--- config.mk ---
export PLATFORM = sky130hd
export DESIGN_NAME = faat_host
export DESIGN_NICKNAME = d
export VERILOG_FILES = /design/src/include/faat_pkg.sv /design/src/hdl/faat_timer.sv /design/src/hdl/faat_host.sv
export VERILOG_INCLUDE_DIRS = /design/src /design/src/include
export SDC_FILE = /design/constraint.sdc
export NUM_CORES = 1
export LEC_CHECK = 0
export BUFFER_PORTS_ARGS = -buffer_cell sky130_fd_sc_hd__buf_2
export CELL_PAD_IN_SITES_DETAIL_PLACEMENT = 1
export CELL_PAD_IN_SITES_GLOBAL_PLACEMENT = 2
export CORE_ASPECT_RATIO = 0.6
export CORE_MARGIN = 2
export CORE_UTILIZATION = 34
export DETAILED_ROUTE_END_ITERATION = 10
export PLACE_DENSITY = 0.89
export SLEW_MARGIN = 20
export SYNTH_ARGS = -nofsm -noshare
export SYNTH_HDL_FRONTEND = slang
export SYNTH_HIERARCHICAL = 1
export SYNTH_SLANG_ARGS = --single-unit
--- constraint.sdc ---
create_clock -name clock_i -period 3.9 [get_ports clock_i]
set_input_delay 0.195 -clock clock_i [delete_from_list [all_inputs] [get_ports clock_i]]
set_output_delay 0.195 -clock clock_i [all_outputs]
set_load 0.005 [all_outputs]
--- src/include/faat_map.svh ---
// Constants for the flash program and erase host sequencer.
// How it works
// RL1: Device programs one byte, verifying internally.
// RL2: Poll bit shows complement, then true data.
// RL3: Chip erase clears all, verifying internally.
// RL4: Poll bit reads zero during erase, one after.
// RL5: Sector erase clears only the addressed sector.
// RL6: Chip erase timeout allows 64 seconds.
// RL7: Sector erase timeout allows 10.4 seconds.
// RL8: Byte program timeout allows 210 microseconds.
// RL9: Sector address window of 80 microseconds kept.
// RL10: Reset during algorithm: ready within 20 microseconds.
// RL11: Reset when idle: ready within 500 nanoseconds.
// RL12: Reset held low at least 10 microseconds.
// RL13: Wait 50 ns after ready before write.
// RL14: Elevated reset 4 microseconds before writes.
// RL15: Protect write pulse at least 10 microseconds.
// RL16: Unprotect write pulse at least 12 milliseconds.
// RL17: Output enable level set 4 microseconds before write.
// RL18: Device powers up in read mode.
// RL19: Protection query returns one on lowest bit.
// RL20: Ready/busy shows busy throughout any algorithm.
`ifndef FAAT_MAP_SVH
`define FAAT_MAP_SVH
`define FAAT_ADDR_W 20
`define FAAT_DATA_W 8
`define FAAT_POLL_BIT 7
`define FAAT_ERASED_POLL 1'h1
`define FAAT_CLK_NS 50
`define FAAT_SYNC_CYC 2
`define FAAT_CYC(ns) ((((ns) + `FAAT_CLK_NS - 1) / `FAAT_CLK_NS) < 1 ? 1 : (((ns) + `FAAT_CLK_NS - 1) / `FAAT_CLK_NS))
`define FAAT_T_ACC_NS 120
`define FAAT_T_WE_LOW_NS 50
`define FAAT_T_WE_HIGH_NS 20
`define FAAT_T_RB2_NS 50
`define FAAT_T_VIDR_NS 500
`define FAAT_T_RP1_US 10
`define FAAT_T_READY1_US 20
`define FAAT_T_BAL_US 80
`define FAAT_T_OESP_US 4
`define FAAT_T_WPP1_US 10
`define FAAT_T_RSP_US 4
`define FAAT_T_PROG_MAX_US 210
`define FAAT_T_WPP2_MS 12
`define FAAT_T_SECT_MAX_S 10.4
`define FAAT_T_CHIP_MAX_S 64
`define FAAT_ACC_CYC (`FAAT_CYC(`FAAT_T_ACC_NS) + `FAAT_SYNC_CYC)
`define FAAT_WE_LOW_CYC `FAAT_CYC(`FAAT_T_WE_LOW_NS)
`define FAAT_WE_HIGH_CYC `FAAT_CYC(`FAAT_T_WE_HIGH_NS)
`define FAAT_RB2_CYC `FAAT_CYC(`FAAT_T_RB2_NS)
`define FAAT_VIDR_CYC `FAAT_CYC(`FAAT_T_VIDR_NS)
`define FAAT_RP1_CYC `FAAT_CYC(`FAAT_T_RP1_US * 1000)
`define FAAT_READY1_CYC `FAAT_CYC(`FAAT_T_READY1_US * 1000)
`define FAAT_BAL_CYC `FAAT_CYC(`FAAT_T_BAL_US * 1000)
`define FAAT_OESP_CYC `FAAT_CYC(`FAAT_T_OESP_US * 1000)
`define FAAT_WPP1_CYC `FAAT_CYC(`FAAT_T_WPP1_US * 1000)
`define FAAT_RSP_CYC `FAAT_CYC(`FAAT_T_RSP_US * 1000)
`endif

--- src/include/faat_pkg.sv ---
// Types shared by the flash host sequencer and its timer.
`include "faat_map.svh"
package faat_pkg;
  typedef enum logic [3:0] {
    FAAT_OP_NOP, FAAT_OP_READ, FAAT_OP_WRITE, FAAT_OP_POLL_PROG, FAAT_OP_POLL_CHIP,
    FAAT_OP_POLL_SECT, FAAT_OP_RESET, FAAT_OP_PROTECT, FAAT_OP_UNPROTECT,
    FAAT_OP_TEMP_ON, FAAT_OP_TEMP_OFF
  } faat_op_e;
  typedef enum logic [3:0] {
    FAAT_ST_IDLE, FAAT_ST_WR_GATE, FAAT_ST_WR_LOW, FAAT_ST_WR_HIGH, FAAT_ST_RD_WAIT,
    FAAT_ST_POLL_GAP, FAAT_ST_BAL_WAIT, FAAT_ST_RST_LOW, FAAT_ST_WAIT_END,
    FAAT_ST_HV_SETUP, FAAT_ST_HV_PULSE, FAAT_ST_HV_END
  } faat_state_e;
  typedef struct packed {
    logic                        valid;
    faat_op_e                    op;
    logic [`FAAT_ADDR_W-1:0]     addr;
    logic [`FAAT_DATA_W-1:0]     data;
  } faat_req_s;
  typedef struct packed {
    logic [`FAAT_ADDR_W-1:0]     addr;
    logic [`FAAT_DATA_W-1:0]     dq;
    logic                        dq_oe;
    logic                        ce_n;
    logic                        oe_n;
    logic                        we_n;
    logic                        reset_n;
    logic                        hv_a9;
    logic                        hv_oe;
    logic                        hv_reset;
  } faat_pin_s;
  typedef struct packed {
    logic                        done;
    logic                        timeout;
    logic [`FAAT_DATA_W-1:0]     rdata;
  } faat_resp_s;
  typedef struct packed {
    faat_state_e                 st;
    faat_op_e                    op;
    faat_pin_s                   pins;
    faat_resp_s                  resp;
    logic                        ready;
    logic                        expect_bit;
    logic                        rb_s1;
    logic                        rb_s2;
    logic [1:0]                  rb_cnt;
    logic [`FAAT_DATA_W-1:0]     dq_s1;
    logic [`FAAT_DATA_W-1:0]     dq_s2;
  } faat_regs_s;
  typedef struct packed {
    logic [31:0]                 count;
  } faat_timer_s;
endpackage : faat_pkg

--- src/hdl/faat_timer.sv ---
// Down counter that reports when a loaded delay has run out.
`timescale 1ns/100ps
module faat_timer (
  // Clock, reset and clock enable
  input  wire logic        clock_i,
  input  wire logic        rstn_i,
  input  wire logic        ce_i,
  // Load and status
  input  wire logic        load_i,
  input  wire logic [31:0] value_i,
  output logic             zero_o
);
  faat_pkg::faat_timer_s t_reg;
  faat_pkg::faat_timer_s t_next;

  always_comb begin
    t_next = t_reg;
    if (load_i) begin
      t_next.count = value_i;
    end else if (t_reg.count != 32'h0000_0000) begin
      t_next.count = t_reg.count - 32'h0000_0001;
    end
  end

  always_ff @(posedge clock_i or negedge rstn_i) begin
    if (!rstn_i) begin
      t_reg <= '0;
    end else if (ce_i) begin
      t_reg <= t_next;
    end
  end

  assign zero_o = (t_reg.count == 32'h0000_0000);
endmodule : faat_timer

--- src/hdl/faat_host.sv ---
// Host sequencer that drives a parallel flash through its pins.
`timescale 1ns/100ps
`include "faat_map.svh"
module faat_host #(
  parameter int unsigned TO_PROG_CYC = int'(`FAAT_T_PROG_MAX_US * 1.0e3 / `FAAT_CLK_NS),
  parameter int unsigned TO_SECT_CYC = int'(`FAAT_T_SECT_MAX_S * 1.0e9 / `FAAT_CLK_NS),
  parameter int unsigned TO_CHIP_CYC = int'(`FAAT_T_CHIP_MAX_S * 1.0e9 / `FAAT_CLK_NS),
  parameter int unsigned WPP2_CYC    = int'(`FAAT_T_WPP2_MS * 1.0e6 / `FAAT_CLK_NS)
) (
  // Clock, reset and clock enable
  input  wire logic                      clock_i,
  input  wire logic                      rstn_i,
  input  wire logic                      ce_i,
  // User request and answer
  input  wire faat_pkg::faat_req_s       req_i,
  output logic                           req_ready_o,
  output faat_pkg::faat_resp_s           resp_o,
  // Flash pins
  output faat_pkg::faat_pin_s            pins_o,
  input  wire logic [`FAAT_DATA_W-1:0]   dq_i,
  input  wire logic                      ready_busy_n_i
);
  localparam int RP1_C  = `FAAT_RP1_CYC;
  localparam int RB2_C  = `FAAT_RB2_CYC;
  localparam int RSP_C  = `FAAT_RSP_CYC;
  localparam int WPP1_C = `FAAT_WPP1_CYC;
  localparam int OESP_C = `FAAT_OESP_CYC;

  faat_pkg::faat_regs_s r_reg;
  faat_pkg::faat_regs_s r_next;
  logic                 dly_load;
  logic [31:0]          dly_val;
  logic                 dly_zero;
  logic                 lim_load;
  logic [31:0]          lim_val;
  logic                 lim_zero;
  logic                 is_poll;

  faat_timer u_delay (
    .clock_i (clock_i),
    .rstn_i  (rstn_i),
    .ce_i    (ce_i),
    .load_i  (dly_load),
    .value_i (dly_val),
    .zero_o  (dly_zero)
  );

  faat_timer u_limit (
    .clock_i (clock_i),
    .rstn_i  (rstn_i),
    .ce_i    (ce_i),
    .load_i  (lim_load),
    .value_i (lim_val),
    .zero_o  (lim_zero)
  );

  assign is_poll = (r_reg.op == faat_pkg::FAAT_OP_POLL_PROG) || (r_reg.op == faat_pkg::FAAT_OP_POLL_CHIP) ||
                   (r_reg.op == faat_pkg::FAAT_OP_POLL_SECT);

  always_comb begin
    r_next = r_reg;
    dly_load = 1'h0;
    dly_val = 32'h0000_0000;
    lim_load = 1'h0;
    lim_val = 32'h0000_0000;
    r_next.resp.done = 1'h0;
    r_next.rb_s1 = ready_busy_n_i;
    r_next.rb_s2 = r_reg.rb_s1;
    r_next.dq_s1 = dq_i;
    r_next.dq_s2 = r_reg.dq_s1;
    if (!r_reg.rb_s2) begin
      r_next.rb_cnt = 2'h0;
    end else if (r_reg.rb_cnt != 2'h3) begin
      r_next.rb_cnt = r_reg.rb_cnt + 2'h1;
    end
    case (r_reg.st)
      faat_pkg::FAAT_ST_IDLE: begin
        if (r_reg.ready && req_i.valid) begin
          r_next.ready = 1'h0;
          r_next.op = req_i.op;
          r_next.resp.timeout = 1'h0;
          r_next.pins.addr = req_i.addr;
          r_next.pins.dq = req_i.data;
          r_next.expect_bit = `FAAT_ERASED_POLL;
          case (req_i.op)
            faat_pkg::FAAT_OP_READ: begin
              r_next.pins.ce_n = 1'h0;
              r_next.pins.oe_n = 1'h0;
              dly_load = 1'h1;
              dly_val = 32'(`FAAT_ACC_CYC);
              r_next.st = faat_pkg::FAAT_ST_RD_WAIT;
            end
            faat_pkg::FAAT_OP_WRITE: begin
              r_next.st = faat_pkg::FAAT_ST_WR_GATE;
            end
            faat_pkg::FAAT_OP_POLL_PROG: begin
              r_next.expect_bit = req_i.data[`FAAT_POLL_BIT]; // [RL2]
              lim_load = 1'h1;
              lim_val = 32'(TO_PROG_CYC); // [RL8]
              r_next.st = faat_pkg::FAAT_ST_POLL_GAP;
            end
            faat_pkg::FAAT_OP_POLL_CHIP: begin
              lim_load = 1'h1;
              lim_val = 32'(TO_CHIP_CYC); // [RL6] [RL4]
              r_next.st = faat_pkg::FAAT_ST_POLL_GAP;
            end
            faat_pkg::FAAT_OP_POLL_SECT: begin
              lim_load = 1'h1;
              lim_val = 32'(TO_SECT_CYC); // [RL7]
              dly_load = 1'h1;
              dly_val = 32'(`FAAT_BAL_CYC); // [RL9]
              r_next.st = faat_pkg::FAAT_ST_BAL_WAIT;
            end
            faat_pkg::FAAT_OP_RESET: begin
              r_next.pins.reset_n = 1'h0;
              dly_load = 1'h1;
              dly_val = 32'(`FAAT_RP1_CYC); // [RL12]
              r_next.st = faat_pkg::FAAT_ST_RST_LOW;
            end
            faat_pkg::FAAT_OP_PROTECT, faat_pkg::FAAT_OP_UNPROTECT: begin
              r_next.pins.hv_a9 = 1'h1;
              r_next.pins.hv_oe = 1'h1;
              r_next.pins.ce_n = 1'h0;
              dly_load = 1'h1;
              dly_val = 32'(`FAAT_OESP_CYC); // [RL17]
              r_next.st = faat_pkg::FAAT_ST_HV_SETUP;
            end
            faat_pkg::FAAT_OP_TEMP_ON: begin
              r_next.pins.hv_reset = 1'h1;
              dly_load = 1'h1;
              dly_val = 32'(`FAAT_RSP_CYC); // [RL14]
              r_next.st = faat_pkg::FAAT_ST_WAIT_END;
            end
            faat_pkg::FAAT_OP_TEMP_OFF: begin
              r_next.pins.hv_reset = 1'h0;
              dly_load = 1'h1;
              dly_val = 32'(`FAAT_VIDR_CYC);
              r_next.st = faat_pkg::FAAT_ST_WAIT_END;
            end
            default: begin
              r_next.ready = 1'h1;
              r_next.resp.done = 1'h1;
            end
          endcase
        end
      end
      faat_pkg::FAAT_ST_WR_GATE: begin
        if (r_reg.rb_s2 && (r_reg.rb_cnt >= 2'(`FAAT_RB2_CYC))) begin // [RL13]
          r_next.pins.ce_n = 1'h0;
          r_next.pins.we_n = 1'h0;
          r_next.pins.dq_oe = 1'h1;
          dly_load = 1'h1;
          dly_val = 32'(`FAAT_WE_LOW_CYC);
          r_next.st = faat_pkg::FAAT_ST_WR_LOW;
        end
      end
      faat_pkg::FAAT_ST_WR_LOW: begin
        if (dly_zero) begin
          r_next.pins.we_n = 1'h1;
          r_next.pins.ce_n = 1'h1;
          dly_load = 1'h1;
          dly_val = 32'(`FAAT_WE_HIGH_CYC);
          r_next.st = faat_pkg::FAAT_ST_WR_HIGH;
        end
      end
      faat_pkg::FAAT_ST_WR_HIGH: begin
        if (dly_zero) begin
          r_next.pins.dq_oe = 1'h0;
          r_next.ready = 1'h1;
          r_next.resp.done = 1'h1;
          r_next.st = faat_pkg::FAAT_ST_IDLE;
        end
      end
      faat_pkg::FAAT_ST_BAL_WAIT: begin
        if (dly_zero) begin
          r_next.st = faat_pkg::FAAT_ST_POLL_GAP; // [RL9]
        end
      end
      faat_pkg::FAAT_ST_POLL_GAP: begin
        r_next.pins.ce_n = 1'h0;
        r_next.pins.oe_n = 1'h0;
        dly_load = 1'h1;
        dly_val = 32'(`FAAT_ACC_CYC);
        r_next.st = faat_pkg::FAAT_ST_RD_WAIT;
      end
      faat_pkg::FAAT_ST_RD_WAIT: begin
        if (dly_zero) begin
          r_next.resp.rdata = r_reg.dq_s2;
          r_next.pins.ce_n = 1'h1;
          r_next.pins.oe_n = 1'h1;
          if (is_poll && (r_reg.dq_s2[`FAAT_POLL_BIT] != r_reg.expect_bit)) begin // [RL2] [RL4]
            if (lim_zero) begin
              r_next.resp.timeout = 1'h1; // [RL6] [RL7] [RL8]
              r_next.ready = 1'h1;
              r_next.resp.done = 1'h1;
              r_next.st = faat_pkg::FAAT_ST_IDLE;
            end else begin
              r_next.st = faat_pkg::FAAT_ST_POLL_GAP;
            end
          end else begin
            r_next.ready = 1'h1;
            r_next.resp.done = 1'h1;
            r_next.st = faat_pkg::FAAT_ST_IDLE;
          end
        end
      end
      faat_pkg::FAAT_ST_RST_LOW: begin
        if (dly_zero) begin
          r_next.pins.reset_n = 1'h1;
          dly_load = 1'h1;
          dly_val = 32'(`FAAT_READY1_CYC); // [RL10]
          r_next.st = faat_pkg::FAAT_ST_WAIT_END;
        end
      end
      faat_pkg::FAAT_ST_HV_SETUP: begin
        if (dly_zero) begin
          r_next.pins.we_n = 1'h0;
          dly_load = 1'h1;
          dly_val = (r_reg.op == faat_pkg::FAAT_OP_UNPROTECT) ? 32'(WPP2_CYC) : 32'(`FAAT_WPP1_CYC); // [RL15] [RL16]
          r_next.st = faat_pkg::FAAT_ST_HV_PULSE;
        end
      end
      faat_pkg::FAAT_ST_HV_PULSE: begin
        if (dly_zero) begin
          r_next.pins.we_n = 1'h1;
          dly_load = 1'h1;
          dly_val = 32'(`FAAT_VIDR_CYC);
          r_next.st = faat_pkg::FAAT_ST_HV_END;
        end
      end
      faat_pkg::FAAT_ST_HV_END: begin
        if (dly_zero) begin
          r_next.pins.hv_a9 = 1'h0;
          r_next.pins.hv_oe = 1'h0;
          r_next.pins.ce_n = 1'h1;
          r_next.ready = 1'h1;
          r_next.resp.done = 1'h1;
          r_next.st = faat_pkg::FAAT_ST_IDLE;
        end
      end
      faat_pkg::FAAT_ST_WAIT_END: begin
        if (dly_zero) begin
          r_next.ready = 1'h1;
          r_next.resp.done = 1'h1;
          r_next.st = faat_pkg::FAAT_ST_IDLE;
        end
      end
      default: begin
        r_next.st = faat_pkg::FAAT_ST_IDLE;
        r_next.ready = 1'h1;
      end
    endcase
  end

  always_ff @(posedge clock_i or negedge rstn_i) begin
    if (!rstn_i) begin
      r_reg <= '{st: faat_pkg::FAAT_ST_IDLE, op: faat_pkg::FAAT_OP_NOP,
                 pins: '{addr: '0, dq: '0, dq_oe: 1'h0, ce_n: 1'h1, oe_n: 1'h1, we_n: 1'h1,
                         reset_n: 1'h1, hv_a9: 1'h0, hv_oe: 1'h0, hv_reset: 1'h0},
                 resp: '0, ready: 1'h1, expect_bit: 1'h0, rb_s1: 1'h0, rb_s2: 1'h0,
                 rb_cnt: 2'h0, dq_s1: '0, dq_s2: '0};
    end else if (ce_i) begin
      r_reg <= r_next;
    end
  end

  assign pins_o = r_reg.pins;
  assign resp_o = r_reg.resp;
  assign req_ready_o = r_reg.ready;

  // Pulse and level length counters watched by the checks below.
  logic [31:0] rst_low_cnt;
  logic [31:0] we_low_cnt;
  logic [31:0] hv_oe_cnt;
  logic [31:0] hv_rst_cnt;

  always_ff @(posedge clock_i or negedge rstn_i) begin
    if (!rstn_i) begin
      rst_low_cnt <= 32'h0000_0000;
      we_low_cnt <= 32'h0000_0000;
      hv_oe_cnt <= 32'h0000_0000;
      hv_rst_cnt <= 32'h0000_0000;
    end else if (ce_i) begin
      rst_low_cnt <= r_reg.pins.reset_n ? 32'h0000_0000 : rst_low_cnt + 32'h0000_0001;
      we_low_cnt <= r_reg.pins.we_n ? 32'h0000_0000 : we_low_cnt + 32'h0000_0001;
      hv_oe_cnt <= r_reg.pins.hv_oe ? hv_oe_cnt + 32'h0000_0001 : 32'h0000_0000;
      hv_rst_cnt <= r_reg.pins.hv_reset ? hv_rst_cnt + 32'h0000_0001 : 32'h0000_0000;
    end
  end
endmodule : faat_host

==> results.sh <==
export IMPL_drive_above_1_share_pct=23.9
export IMPL_clock_path_buffers=2
export IMPL_cap_violations=0
export IMPL_synth_common_cells="dfrtp_1 (134), nor2_1 (74), o21ai_0 (73)"
export IMPL_antenna_found_initial=0
export IMPL_syn_inst=893
export IMPL_cts_clk_slew_worst_paths_ns=0.07
export IMPL_yosysTopAreaCell="dfrtp_1"
export IMPL_synth_xor_area_share_pct=0.316
export IMPL_whs_path_depth=2
export IMPL_worstRegToRegCells=12
export IMPL_r2r_slack_ns=0.32
export IMPL_powerDensity_nw_per_um2=431
export IMPL_io_buffer_count=91
export IMPL_status="finished clean"
export IMPL_ys_types=79
export IMPL_postLayoutCoreUtil_pct=40.9
export IMPL_synth_area_leaders="dfrtp_1 (40%), mux2_2 (8.1%), o21ai_0 (4.4%)"
export IMPL_p_leak_nw=4.30
export IMPL_grt_overflow=0
export IMPL_grt_max_degree=83
export IMPL_syn_area_um2=8310
export IMPL_avgSynthCellArea_um2=9.30
export IMPL_startpoint="u_delay/t_reg[0]"
export IMPL_cp_arrival_ns=3.95
export IMPL_n_antenna_cell=0
export IMPL_crit_type="reg2reg"
export IMPL_worst_pin_slew_ns=0.991
export IMPL_synth_mux_area_fraction_pct=9.23
export IMPL_start_kind="flop"
export IMPL_cts_tree="yes"
export IMPL_finalCritPeriodShare_pct=91.7
export IMPL_async_flop_share_pct=100
export IMPL_fp_dieW_um=206
export IMPL_grt_pass1_vias=7647
export IMPL_ir_worst_vdd_uv=267
export IMPL_synthFlopType="dfrtp_1"
export IMPL_dp_cells=1260
export IMPL_num_nets_final=1043
export IMPL_drtIter0Drc=604
export IMPL_clkLatencyLatePin_ns=0.45
export IMPL_gp_congestion=0.886
export IMPL_numCtsBuffers=17
export IMPL_drv_slew=0
export IMPL_fin_cells=1329
export IMPL_drc=0
export IMPL_cts_sink_count=139
export IMPL_worst_setup_path_end_kind="flop"
export IMPL_wl_per_cell_um=19.5
export IMPL_dieArea_um2=25700
export IMPL_rsz0062_at_grt="no"
export IMPL_fmax_mhz=280
export IMPL_io_pins=92
export IMPL_synth_warnings=6
export IMPL_setup_tns_ns=0
export IMPL_hp_class="in2reg"
export IMPL_clockRootBuffer="clkbuf_16"
export IMPL_synth_most_common_cell="dfrtp_1"
export IMPL_ys_seq_area_share_pct=41.9
export IMPL_setup_viol=0
export IMPL_crit_fanout=9
export IMPL_synthSimpleGateAreaFrac_pct=19.1
export IMPL_die_y_um=125
export IMPL_h_tree_depth=4
export IMPL_drt_pass1_iter_count=5
export IMPL_yosysTopAreaCellShare_pct=40.4
export IMPL_wirelength_um=25900
export IMPL_synth_compound_area_share_pct=20.2
export IMPL_largest_register_ffs=35
export IMPL_area_growth_pct=18.8
export IMPL_synth_seq_cells=139
export IMPL_synth_edf_count=0
export IMPL_start_util_pct=34.5
export IMPL_vias=7477
export IMPL_synth_adder_area_share_pct=0.602
export IMPL_num_rows=44
export IMPL_skew_ns=0.00942
export IMPL_timing_final_hold_violations=0
export IMPL_critPathRequiredTime_ns=4.27
export IMPL_synth_top_family_by_area="compound AO/OA/AOI/OAI gates"
export IMPL_max_slew_margin_rel_pct=33.8
export IMPL_hp_start="req_i[7]"
export IMPL_grt_pass1_wl_um=42600
export IMPL_grt_usage_pct=21.1
export IMPL_core_area_um2=24100
export IMPL_n_fill_cell=2817
export IMPL_reg2reg_to="pins_o[6]"
export IMPL_min_period_ns=3.58
export IMPL_dpl_hpwl_um=17600
export IMPL_vias_per_cell=5.63
export IMPL_ant_nets=0
export IMPL_r2r_start="u_delay/t_reg[0]"
export IMPL_hold_end="pins_o[15]"
==> worst max path at each step <==
stage,end,slack (ns),depth (start not counted)
2_1_floorplan,u_delay/t_reg[4],0.07,16
3_3_place_gp,pins_o[6],0.53,12
3_5_place_dp,pins_o[6],0.40,12
4_1_cts,u_delay/t_reg[7],0.36,14
5_1_grt,u_delay/t_reg[7],0.06,14
6_report,pins_o[6],0.32,12
==> critical path: stages (launching register included) <==
cell       delay, ns
dfrtp_1         0.40
inv_1           0.09
ha_1            0.24
or4b_2          0.72
nor4_2          0.22
nand3_1         0.14
inv_1           0.19
buf_4           0.19
or3b_2          0.47
nand2_1         0.08
a2bb2oi_1       0.06
nor4_1          0.30
mux2_2          0.37
==> layout by cell type, fill, tap and decap left out, types with 10 or more instances in the layout <==
cell type	n
o31ai_1	11
buf_4	26
nor3_1	26
dfrtp_1	134
nand2b_1	11
buf_2	90
a21oi_1	42
or3_1	14
inv_1	21
clkbuf_16	17
o22ai_1	12
nor2_1	74
nor4_1	24
o2bb2ai_1	10
mux2_2	60
a22oi_1	12
dlygate4sd3_1	37
conb_1	35
nand2_1	60
nand3_1	22
o21ai_0	72
or4_1	13
==> per-layer routing <==
layer	vias up	share of wire, %	GRT usage (%)
met5	-	0	0
met4	0	1.2	5.55
met3	30	5.9	4.64
met2	215	42	29.7
met1	3763	51	32.1
li1	3469	-	-
==> report_power, final <==
group	switching, W	total [W]	internal [W]
sequential	0.000203	0.00181	0.00161
clock	0.000765	0.00163	0.000868
combinational	0.000480	0.000811	0.000331
total	0.00145	0.00425	0.00281
==> timing repair <==
| item | CTS | global route |
|---|---|---|
| resized for setup | 0 | 0 |
| setup buffers | 0 | 0 |
| hold endpoints to repair | 91 | 0 |
| hold buffers | 37 | 0 |
| setup endpoints to repair | 0 | 0 |
==> stage by stage <==
stage	worst slack (ns)	power [W]	area (um2)	hold WS (ns)
CTS	0.364	0.00427	9870	0.0130
global route	0.0602	0.00448	9870	0.0585
finish	0.325	0.00425	9870	0.0717
detailed placement	0.402	0.00260	8910	0.199
floorplan	0.0690	0.00231	8440	-0.101
global placement	0.529	0.00256	8910	0.191
==> kinds of logic after synthesis <==
kind of cell | Yosys count
flops | 139
compound gates | 249
simple gates | 299
mux | 69
buf+inv | 129
xor+xnor | 3
fa+ha+maj | 4
other cells | 1
==> layout make-up <==
type                       count  area, um2  area share [%]
multi-input combinational    659       4270            43.2
sequential                   139       3480            35.3
clock inverter                14        151            1.53
clock buffer                  18        439            4.45
inverter                      22       82.6           0.836
timing repair buffer         155       1050            10.6
tap                          322        403            4.08
Power figures use the tool's default switching activity.
